[src/hw/dic_pkg.sv]
// Constants of the digital input conditioner.
package dic_pkg;
   localparam int unsigned CLK_HZ          = 40000000;
   localparam int unsigned SCAN_PERIOD_US  = 5000;
   localparam int unsigned SCAN_CYCLES     = (CLK_HZ / 1000000) * SCAN_PERIOD_US;
   localparam int unsigned TICK_MS_US      = 1000;
   localparam int unsigned MS_CYCLES       = (CLK_HZ / 1000000) * TICK_MS_US;
   localparam int unsigned SCAN_MS         = SCAN_PERIOD_US / TICK_MS_US;
   localparam int unsigned AC_HOLD_MS      = 30;
   localparam int unsigned DELAY_W         = 21;
   localparam int unsigned NUM_INPUTS      = 3;
   localparam int unsigned NUM_OUTPUTS     = 5;
   localparam logic        POL_NO          = 1'b0;
   localparam logic        POL_NC          = 1'b1;
   localparam logic [20:0] DELAY_RESET     = 21'h000000;
endpackage

[src/hw/dic_top.sv]
// Digital input conditioner: scan timing, per-input conditioning and pipelined outputs.
// Behaviour
// - Every input is sampled once per 5 ms scan, so a terminal change shows within 0 to 5 ms.
// - A per-input polarity picks whether an energized terminal reads 1 or 0, normally-open by default.
// - A per-input activation delay in 1 ms steps, default zero, delays every 0 to 1 change.
// - A per-input drop-off delay in 1 ms steps, default zero, delays every 1 to 0 change.
// - Per-input AC mode, off by default, adds a fixed 30 ms hold before release.
// - Internal consumers see an updated input one scan round later, up to 10 ms in total.
// - An input routed to a digital output takes one more round, up to 15 ms in total.
// - Digital output drive states update once per 5 ms cycle, with the input scan.
`timescale 1ns/1ps
`default_nettype none
module dic_top #(
   parameter int unsigned N    = dic_pkg::NUM_INPUTS,
   parameter int unsigned M    = dic_pkg::NUM_OUTPUTS,
   parameter int unsigned DW   = dic_pkg::DELAY_W,
   parameter int unsigned SCAN = dic_pkg::SCAN_CYCLES
) (
   input  wire logic             core_clk,
   input  wire logic             rst_n,
   input  wire logic [N-1:0]     digital_input_n,
   input  wire logic [N-1:0]     polarity,
   input  wire logic [N*DW-1:0]  act_delay_ms,
   input  wire logic [N*DW-1:0]  drop_delay_ms,
   input  wire logic [N-1:0]     ac_mode,
   input  wire logic [M*N-1:0]   output_route,
   input  wire logic [M-1:0]     output_force,
   output logic     [N-1:0]     input_state,
   output logic     [N-1:0]     logic_state,
   output logic     [M-1:0]     digital_output_n,
   output logic                 scan_strobe
);
   typedef struct packed {
      logic [31:0]  scan_cnt;
      logic         tick;
      logic [N-1:0] in_state;
      logic [N-1:0] logic_st;
      logic [M-1:0] out_st;
   } dic_top_s;

   dic_top_s     st_r;
   dic_top_s     st_nxt;
   logic [1:0]   rst_sync_r;
   logic         rst_q_n;
   logic [N-1:0] ch_state;
   logic [M-1:0] route_val;

   always_ff @(posedge core_clk or negedge rst_n)
   begin
      if (!rst_n)
      begin
         rst_sync_r <= 2'h0;
      end
      else
      begin
         rst_sync_r <= {rst_sync_r[0], 1'b1};
      end
   end
   assign rst_q_n = rst_sync_r[1];

   genvar gi;
   generate
      for (gi = 0; gi < N; gi++)
      begin : g_ch
         dic_channel #(.DW(DW)) u_ch (
            .core_clk      (core_clk),
            .rst_q_n       (rst_q_n),
            .scan_tick     (st_r.tick),
            .raw_in        (digital_input_n[gi]),
            .polarity      (polarity[gi]),
            .act_delay_ms  (act_delay_ms[gi*DW +: DW]),
            .drop_delay_ms (drop_delay_ms[gi*DW +: DW]),
            .ac_mode       (ac_mode[gi]),
            .state         (ch_state[gi])
         );
      end
      for (gi = 0; gi < M; gi++)
      begin : g_route
         assign route_val[gi] = output_force[gi] | (|(output_route[gi*N +: N] & st_r.logic_st));
      end
   endgenerate

   always_comb
   begin
      st_nxt      = st_r;
      st_nxt.tick = 1'b0;
      if (st_r.scan_cnt == 32'(SCAN - 1))
      begin
         st_nxt.scan_cnt = '0;
         st_nxt.tick     = 1'b1;
      end
      else
      begin
         st_nxt.scan_cnt = st_r.scan_cnt + 32'h1;
      end
      // The conditioned states are copied on every cycle, so a change sampled on a tick shows
      // within that same scan round; the logic and output stages then add one round each.
      st_nxt.in_state = ch_state;
      if (st_r.tick)
      begin
         st_nxt.logic_st = st_r.in_state;
         st_nxt.out_st   = route_val;
      end
   end

   always_ff @(posedge core_clk or negedge rst_q_n)
   begin
      if (!rst_q_n)
      begin
         st_r <= '0;
      end
      else
      begin
         st_r <= st_nxt;
      end
   end

   assign input_state      = st_r.in_state;
   assign logic_state      = st_r.logic_st;
   assign digital_output_n = st_r.out_st;
   assign scan_strobe      = st_r.tick;

   a_scan_period: assert property (@(posedge core_clk) disable iff (!rst_q_n)
      st_r.tick |=> !st_r.tick [*8])
      else $error("Scan ticks came too close together.");
   a_tick_count: assert property (@(posedge core_clk) disable iff (!rst_q_n)
      st_r.tick |-> st_r.scan_cnt == '0)
      else $error("Scan tick out of step with counter.");
   a_logic_follows: assert property (@(posedge core_clk) disable iff (!rst_q_n)
      st_r.tick |=> st_r.logic_st == $past(st_r.in_state))
      else $error("Logic state did not take the previous round.");
   a_output_update: assert property (@(posedge core_clk) disable iff (!rst_q_n)
      !st_r.tick |=> $stable(st_r.out_st))
      else $error("Outputs changed off a scan round.");
   a_output_route: assert property (@(posedge core_clk) disable iff (!rst_q_n)
      st_r.tick |=> st_r.out_st == $past(route_val))
      else $error("Outputs missed the routed logic state.");
   c_input_rise: cover property (@(posedge core_clk) disable iff (!rst_q_n)
      $rose(st_r.in_state[0]));
   c_logic_rise: cover property (@(posedge core_clk) disable iff (!rst_q_n)
      $rose(st_r.logic_st[0]));
   c_output_rise: cover property (@(posedge core_clk) disable iff (!rst_q_n)
      $rose(st_r.out_st[0]));
endmodule
`default_nettype wire

[src/hw/dic_channel.sv]
// One input channel: polarity, activation, drop-off and AC hold timers.
`timescale 1ns/1ps
`default_nettype none
module dic_channel #(
   parameter int unsigned DW = dic_pkg::DELAY_W
) (
   input  wire logic          core_clk,
   input  wire logic          rst_q_n,
   input  wire logic          scan_tick,
   input  wire logic          raw_in,
   input  wire logic          polarity,
   input  wire logic [DW-1:0] act_delay_ms,
   input  wire logic [DW-1:0] drop_delay_ms,
   input  wire logic          ac_mode,
   output logic               state
);
   typedef struct packed {
      logic          state;
      logic [DW-1:0] elapsed;
   } dic_ch_s;

   dic_ch_s st_r;
   dic_ch_s st_nxt;
   logic          level;
   logic [DW-1:0] need;
   logic [DW-1:0] ac_ms;
   logic [DW-1:0] step;

   assign ac_ms = DW'(dic_pkg::AC_HOLD_MS);
   assign step  = DW'(dic_pkg::SCAN_MS);

   always_comb
   begin
      st_nxt = st_r;
      level  = raw_in ^ (polarity == dic_pkg::POL_NC);
      need   = st_r.state ? drop_delay_ms + (ac_mode ? ac_ms : '0) : act_delay_ms;
      if (scan_tick)
      begin
         if (level == st_r.state)
         begin
            st_nxt.elapsed = '0;
         end
         else if (st_r.elapsed >= need)
         begin
            st_nxt.state   = level;
            st_nxt.elapsed = '0;
         end
         else
         begin
            st_nxt.elapsed = st_r.elapsed + step;
         end
      end
   end

   always_ff @(posedge core_clk or negedge rst_q_n)
   begin
      if (!rst_q_n)
      begin
         st_r <= '0;
      end
      else
      begin
         st_r <= st_nxt;
      end
   end

   assign state = st_r.state;

   a_zero_delay_follow: assert property (@(posedge core_clk) disable iff (!rst_q_n)
      scan_tick && act_delay_ms == '0 && !st_r.state && level |=> st_r.state)
      else $error("Zero activation delay did not switch on the scan.");
   a_hold_between_ticks: assert property (@(posedge core_clk) disable iff (!rst_q_n)
      !scan_tick |=> $stable(st_r.state))
      else $error("Channel state changed off a scan tick.");
   a_drop_waits_delay: assert property (@(posedge core_clk) disable iff (!rst_q_n)
      scan_tick && st_r.state && !level && st_r.elapsed < need |=> st_r.state)
      else $error("Drop-off happened before its delay.");
   a_ac_hold_keeps: assert property (@(posedge core_clk) disable iff (!rst_q_n)
      scan_tick && ac_mode && st_r.state && st_r.elapsed < ac_ms |=> st_r.state)
      else $error("AC mode released inside the hold.");
   c_channel_rise: cover property (@(posedge core_clk) disable iff (!rst_q_n)
      $rose(st_r.state));
   c_channel_ac_fall: cover property (@(posedge core_clk) disable iff (!rst_q_n)
      ac_mode && $fell(st_r.state));
endmodule
`default_nettype wire

[config.mk]
export PLATFORM = sky130hd
export DESIGN_NAME = dic_top
export DESIGN_NICKNAME = d
export VERILOG_FILES = /design/src/hw/dic_pkg.sv /design/src/hw/dic_top.sv /design/src/hw/dic_channel.sv
export SDC_FILE = /design/constraint.sdc
export NUM_CORES = 1
export LEC_CHECK = 0
export BUFFER_PORTS_ARGS = -buffer_cell sky130_fd_sc_hd__buf_2
export CAP_MARGIN = 25
export CELL_PAD_IN_SITES_DETAIL_PLACEMENT = 0
export CELL_PAD_IN_SITES_GLOBAL_PLACEMENT = 1
export CORE_MARGIN = 2
export CORE_UTILIZATION = 32
export CTS_CLUSTER_SIZE = 28
export DETAILED_ROUTE_END_ITERATION = 8
export GPL_ROUTABILITY_DRIVEN = 0
export PLACE_DENSITY_LB_ADDON = 0.1
export SYNTH_ARGS = -nofsm -noshare
export SYNTH_HDL_FRONTEND = slang
export SYNTH_SLANG_ARGS = --single-unit
[constraint.sdc]
create_clock -name core_clk -period 3 [get_ports core_clk]
set_input_delay 0.3 -clock core_clk [delete_from_list [all_inputs] [get_ports core_clk]]
set_output_delay 0.3 -clock core_clk [all_outputs]
set_load 0.005 [all_outputs]
; Word level (Yosys, flattened, before mapping)
; Cells that the tools add are included.
[totals]
reg_bits = 112
out_inout_bits = 12
[classes]
addsub = 7
order_cmp = 3
n_eq_ne = 4
muxes = 14
bitwise = 16
reduce_logical = 8
[op_table]
columns = operator, n
row1 = 2-to-1 mux 21 bit, 9
row2 = adder 21 bit, 3
row3 = "adder 21 x 3 -> 21 bit, second input constant", 3
row4 = >= comparator 21 bit, 3
row5 = "adder 32 x 1 -> 32 bit, second input constant", 1
row6 = "equality test 32 x 18 -> 1 bit, second input constant", 1
row7 = 2-to-1 mux 32 bit, 1
row8 = bitwise AND 3 bit, 5
row9 = 2-to-1 mux 5 bit, 3
row10 = OR reduction 3 bit, 5
row11 = AND reduction 3 bit, 3
row12 = OR 1 bit, 5
row13 = equality test 1 bit, 3
row14 = NOT 1 bit, 3
row15 = bitwise XOR 1 bit, 3
row16 = 2-to-1 mux 1 bit, 1

; Logic depth before layout (Yosys ltp)
[depth]
word_depth = 6
mapped_depth = 18
depth_no_buf = 16

; By module
; Synthesis repeated with hierarchy kept, for this count alone.
[unflattened]
hier_cells = 1081
hier_area_um2 = 9748.1
[modules_own_cells]
columns = mod, instances, cells_each, area_each_um2
row1 = dic_channel at g_ch[0].u_ch ..., 2, 296, 2560.0
row2 = dic_channel at g_ch[1].u_ch, 1, 295, 2502.4
row3 = dic_top, 1, 194, 2125.8

; Worst setup path after synthesis
; No wires, ideal clock.
[synth_timing]
path_kind = in2reg
from = in drop_delay_ms[43]
to = reg g_ch[2].u_ch.st_r[2] in the netlist's numbering
setup_time_ns = 0.126
t_arrival_ns = 3.600
path_slack_ns = -0.726
stages = 18
path_buffers = 2
path_cell_list = ha_1 inv_1 fa_1 nor2b_1 o21ai_1 a2111oi_0 xnor2_1 nand2_1 o21ai_1 ha_1 nand4_1 nor4_1 nor4b_2 and2_1 buf_4 buf_6 nor3_1 a221o_1
[synth_via]
elab_chain_cells = 5
[synth_lines]
columns = element, line
row1 = from (decl), dic_top.sv:24  ; input wire logic [N*DW-1:0] drop_delay_ms,
row2 = adder 21 bit, dic_channel.sv:36  ; need = st_r.state ? drop_delay_ms + (ac_mode ? ac_ms : '0) : act_delay_ms;
row3 = 2-to-1 mux 21 bit, dic_channel.sv:36
row4 = >= comparator 21 bit, dic_channel.sv:43  ; else if (st_r.elapsed >= need)
row5 = 2-to-1 mux 21 bit, dic_channel.sv:43
row6 = 2-to-1 mux 21 bit, dic_channel.sv:39  ; if (level == st_r.state)
row7 = to (signal assigned), dic_channel.sv:63  ; st_r <= st_nxt;
row8 = to (decl), dic_channel.sv:22  ; dic_ch_s st_r;
; No other way between the ends.
; A chain may end at the register's enable or synchronous reset.

; Worst setup path in the final report
[layout_timing]
from = in ac_mode[2]
to = reg g_ch[2].u_ch.st_r[8] in the netlist's numbering
[layout_via]
elab_chain_cells = 6
[layout_lines]
columns = element, line
row1 = from (decl), dic_top.sv:25  ; input wire logic [N-1:0] ac_mode,
row2 = 2-to-1 mux 5 bit, dic_channel.sv:36
row3 = adder 21 bit, dic_channel.sv:36
row4 = 2-to-1 mux 21 bit, dic_channel.sv:36
row5 = >= comparator 21 bit, dic_channel.sv:43
row6 = 2-to-1 mux 21 bit, dic_channel.sv:43
row7 = 2-to-1 mux 21 bit, dic_channel.sv:39
; No other way between the ends.

==> flow_metrics.env <==
export IMPL_status="finished with violations"
export IMPL_violations="negative setup slack"
export IMPL_antenna_found_initial=0
export IMPL_portBuffers=168
export IMPL_hold_violations=0
export IMPL_syn_area_sq_um=9356
export IMPL_totalWireLength_microns=28200
export IMPL_drc_errors=0
export IMPL_tightest_slew_ns=0.7778
export IMPL_critical_path_buf_inv_count=4
export IMPL_crit_path_frequent_cell="buf_8"
export IMPL_peakVddDrop_mv=0.3486
export IMPL_slew_headroom_pct=48.14
export IMPL_crit_required_ns=3.25
export IMPL_setup_violations=65
export IMPL_rrSetupSlack_ns=0.06
export IMPL_vias_per_cell=5.211
export IMPL_powerDensity_nw_per_um2=300.0
export IMPL_endpoint_kind="register"
export IMPL_grt_usage_pct=18.36
export IMPL_nets=1592
export IMPL_gr_total_overflow=0
export IMPL_switching_share_pct=29.47
export IMPL_root_buffer="clkbuf_16"
export IMPL_num_vias=9082
export IMPL_start_kind="primary input"
export IMPL_hold_path_class="primary input to register"
export IMPL_dp_cells=1690
export IMPL_seqPwrFrac_pct=39.6
export IMPL_dp_hpwl_microns=21070
export IMPL_multi_input_area_sq_um=6863
export IMPL_hold_ws_ns=0.2144
export IMPL_critical_path_class="primary input to register"
export IMPL_grt_first_pass_wirelength_microns=45720
export IMPL_synth_seq_area_share_pct=29.95
export IMPL_min_period_over_period_pct=110.4
export IMPL_cts_num_sinks=112
export IMPL_hold_start="output_force[2]"
export IMPL_crit_chain="buf_8, ha_4, inv_2, fa_2, nor2b_4, o21ai_4, buf_4, a211oi_2, xnor2_1, nor2_1, a21oi_1, ha_1, nand2_2, nor4_2, nor4b_4, and2_4, buf_8, o41ai_2, a22o_1"
export IMPL_final_cells=1743
export IMPL_fin_ws_ns=-0.3132
export IMPL_numCtsBuffers=9
export IMPL_synthCells=1069
export IMPL_grt_pass1_vias=9046
export IMPL_yosysWarnings=0
export IMPL_critPathMaxStageDelay_ns=0.36
export IMPL_most_common_layout_cells="buf_2, buf_4, dfrtp_1"
export IMPL_cts_htree_levels=3
export IMPL_die_width_microns=175.0
export IMPL_start_util_pct=32.51
export IMPL_cp_slowest_cell="fa_2"
export IMPL_postRouteAntennaNets=0
export IMPL_drtPass1Iterations=5
export IMPL_cts_tree="done"
export IMPL_std_cell_rows=62
export IMPL_ys_flop_type="dfrtp_1"
export IMPL_syn2layout_area_growth_pct=38.61
export IMPL_synth_fp_nets=1308
export IMPL_hold_depth=3
export IMPL_crit_family="simple AND/OR/NAND/NOR gates"
export IMPL_total_leakage_power_nw=5.690
export IMPL_arrival_ns=3.57
export IMPL_clkPwrFrac_pct=36.4
export IMPL_routedWlPerCell_microns=16.18
export IMPL_synth_edf_count=0
export IMPL_combPwrFrac_pct=24.0
export IMPL_insertion_delay_ns=0.37
export IMPL_fmax_mhz=301.8
export IMPL_ys_seq_elements=112
export IMPL_intPower_mw=2.744
export IMPL_dp_slack_ns=-0.8827
export IMPL_post_synth_cell_area_avg_sq_um=8.753
export IMPL_fillers=2906
export IMPL_clk_pin_slew_ns=0.09
export IMPL_regToRegStartpoint="g_ch[2].u_ch.state"
export IMPL_die_y_microns=175.0
export IMPL_drt_iter0_markers=492
export IMPL_grt_max_degree=58
export IMPL_seqCellArea_sq_um=2808
export IMPL_async_reset_ff_share_pct=100.0
export IMPL_cts_max_path_buffers=2
export IMPL_critPathMaxFanout=6
export IMPL_die_area_sq_um=30620
export IMPL_drive_gt1_share_pct=33.65
export IMPL_reg2reg_depth=12
export IMPL_drv_cap=0
export IMPL_skew_ns=0.01349
export IMPL_p_sw_mw=1.146
export IMPL_synth_cell_types=68
export IMPL_r2r_end="g_ch[2].u_ch.st_r[3]"
export IMPL_final_common_cell="buf_2"
export IMPL_io_pins=169
export IMPL_core_area_sq_um=28780
export IMPL_slew_violations=0
export IMPL_min_to="digital_output_n[2]"
export IMPL_grt_setup_unrepaired="yes"
export IMPL_finalCriticalPeriod_ns=3.313
[per-layer routing]
layer	vias up	track usage, %	share of wire (%)
met5	-	0	0
met4	0	2.569	0.69
met3	14	2.981	2.5
met2	107	32.86	51
met1	4393	23.74	46
li1	4568	-	-
[stage by stage]
stage	setup TNS [ns]	area (sq um)	total power [mW]	utilization, %
2_1_floorplan	-15.88	9615	1.969	-
3_3_place_gp	-50.87	11590	2.314	40.29
3_5_place_dp	-50.45	11590	2.320	40.29
4_1_cts	-13.85	12490	3.854	43.39
5_1_grt	-23.86	12970	4.099	45.05
6_report	-13.14	12970	3.890	45.06
[cells by family (layout without fill, tap and decap cells)]
kind of cell / Yosys count / in the layout / synth area share, %
AO/OA/AOI/OAI: 258 / 258 / 19.39
XOR/XNOR: 85 / 85 / 7.957
adder cells (fa/ha/maj): 82 / 82 / 11.21
buffers and inverters: 108 / 394 / 5.295
flip-flops: 112 / 112 / 29.95
multiplexers: 46 / 46 / 5.042
other: 1 / 2 / 0.04008
AND/OR/NAND/NOR: 377 / 380 / 21.12
[cell type report]
type / count / area share [%]
antenna: 1 / 0.01930
clock buffer: 9 / 1.737
clock inverter: 7 / 0.9165
inverter: 51 / 1.476
multi-input combinational: 852 / 52.92
sequential: 112 / 21.65
tap: 384 / 3.705
timing repair buffer: 327 / 17.58
[worst reg2reg max path: stages, from the launching register on]
cell and delay, ns:
dfrtp_1 0.38, clkinv_1 0.37, buf_4 0.29, a21oi_1 0.14
ha_1 0.25, nand4_1 0.14, nor4_2 0.07, a21oi_1 0.13
nand4_1 0.19, buf_4 0.22, buf_8 0.13, o41ai_1 0.43
o2bb2ai_2 0.13
[Yosys cell counts, drive strengths merged (5+ instances only)]
cell type / n / area (sq um)
a22o: 24 / 210.2
o22ai: 13 / 81.33
mux2: 9 / 101.4
o41ai: 14 / 122.6
and4: 10 / 87.58
o2bb2ai: 9 / 78.83
a22oi: 5 / 37.54
a211oi: 6 / 45.04
buf: 27 / 191.4
o21ai: 46 / 230.2
o31ai: 17 / 127.6
o211ai: 7 / 57.55
dfrtp: 112 / 2803
nor2: 61 / 229.0
xor2: 37 / 324.1
inv: 50 / 187.7
or3: 7 / 43.79
nand2b: 8 / 50.05
ha: 79 / 988.5
and3: 22 / 137.6
o32ai: 5 / 43.79
a31oi: 19 / 118.9
nand4: 38 / 237.7
nor4b: 5 / 50.04
nor3: 27 / 157.7
nor2b: 19 / 118.9
xnor2: 48 / 420.4
nand3: 41 / 210.2
a21o: 17 / 127.6
mux2i: 37 / 370.4
nand2: 97 / 364.1
clkbuf: 30 / 112.6
nor4: 22 / 150.1
a21oi: 43 / 219.0
o2111ai: 11 / 113.9
and2: 10 / 62.56
[what timing repair did]
| item | in CTS | in global routing |
|---|---|---|
| hold endpoints to repair | 2 | 0 |
| gates resized for setup | 71 | 56 |
| endpoints found under the setup margin | 66 | 66 |
| buffers inserted | 20 | 9 |
| pin swaps | 48 | 53 |
| gates cloned | 7 | 0 |
| hold buffers | 1 | 0 |
[power by group through the flow]
| stage | Sequential [mW] | Combinational (mW) | Clock, mW |
|---|---|---|---|
| 2_1_floorplan | 1.57 | 0.396 | 0 |
| 3_3_place_gp | 1.57 | 0.741 | 0 |
| 3_5_place_dp | 1.57 | 0.746 | 0 |
| 4_1_cts | 1.54 | 0.854 | 1.46 |
| 5_1_grt | 1.55 | 1.03 | 1.53 |
| 6_report | 1.54 | 0.933 | 1.42 |
[state kept, by name, summed over array words and instances (netlist names)]
register          cells
logic_state           3
g_ch.u_ch.st_r       63
g_ch.u_ch.state       3
scan_strobe           1
input_state           3
rst_sync_r            2
digital_output_n      5
st_r                 32
[how the worst max path moves through the flow]
stage | start | depth (start not counted) | slack [ns] | end
after floorplan | drop_delay_ms[43] | 18 | -0.41 | g_ch[2].u_ch.st_r[2]
after global placement | ac_mode[2] | 18 | -0.92 | g_ch[2].u_ch.st_r[8]
after detailed placement | ac_mode[2] | 19 | -0.88 | g_ch[2].u_ch.st_r[15]
after CTS | ac_mode[2] | 18 | -0.34 | g_ch[2].u_ch.st_r[8]
after global routing | ac_mode[2] | 19 | -0.50 | g_ch[2].u_ch.st_r[8]
final | ac_mode[2] | 19 | -0.31 | g_ch[2].u_ch.st_r[8]
(Power assumes the default switching activity.)
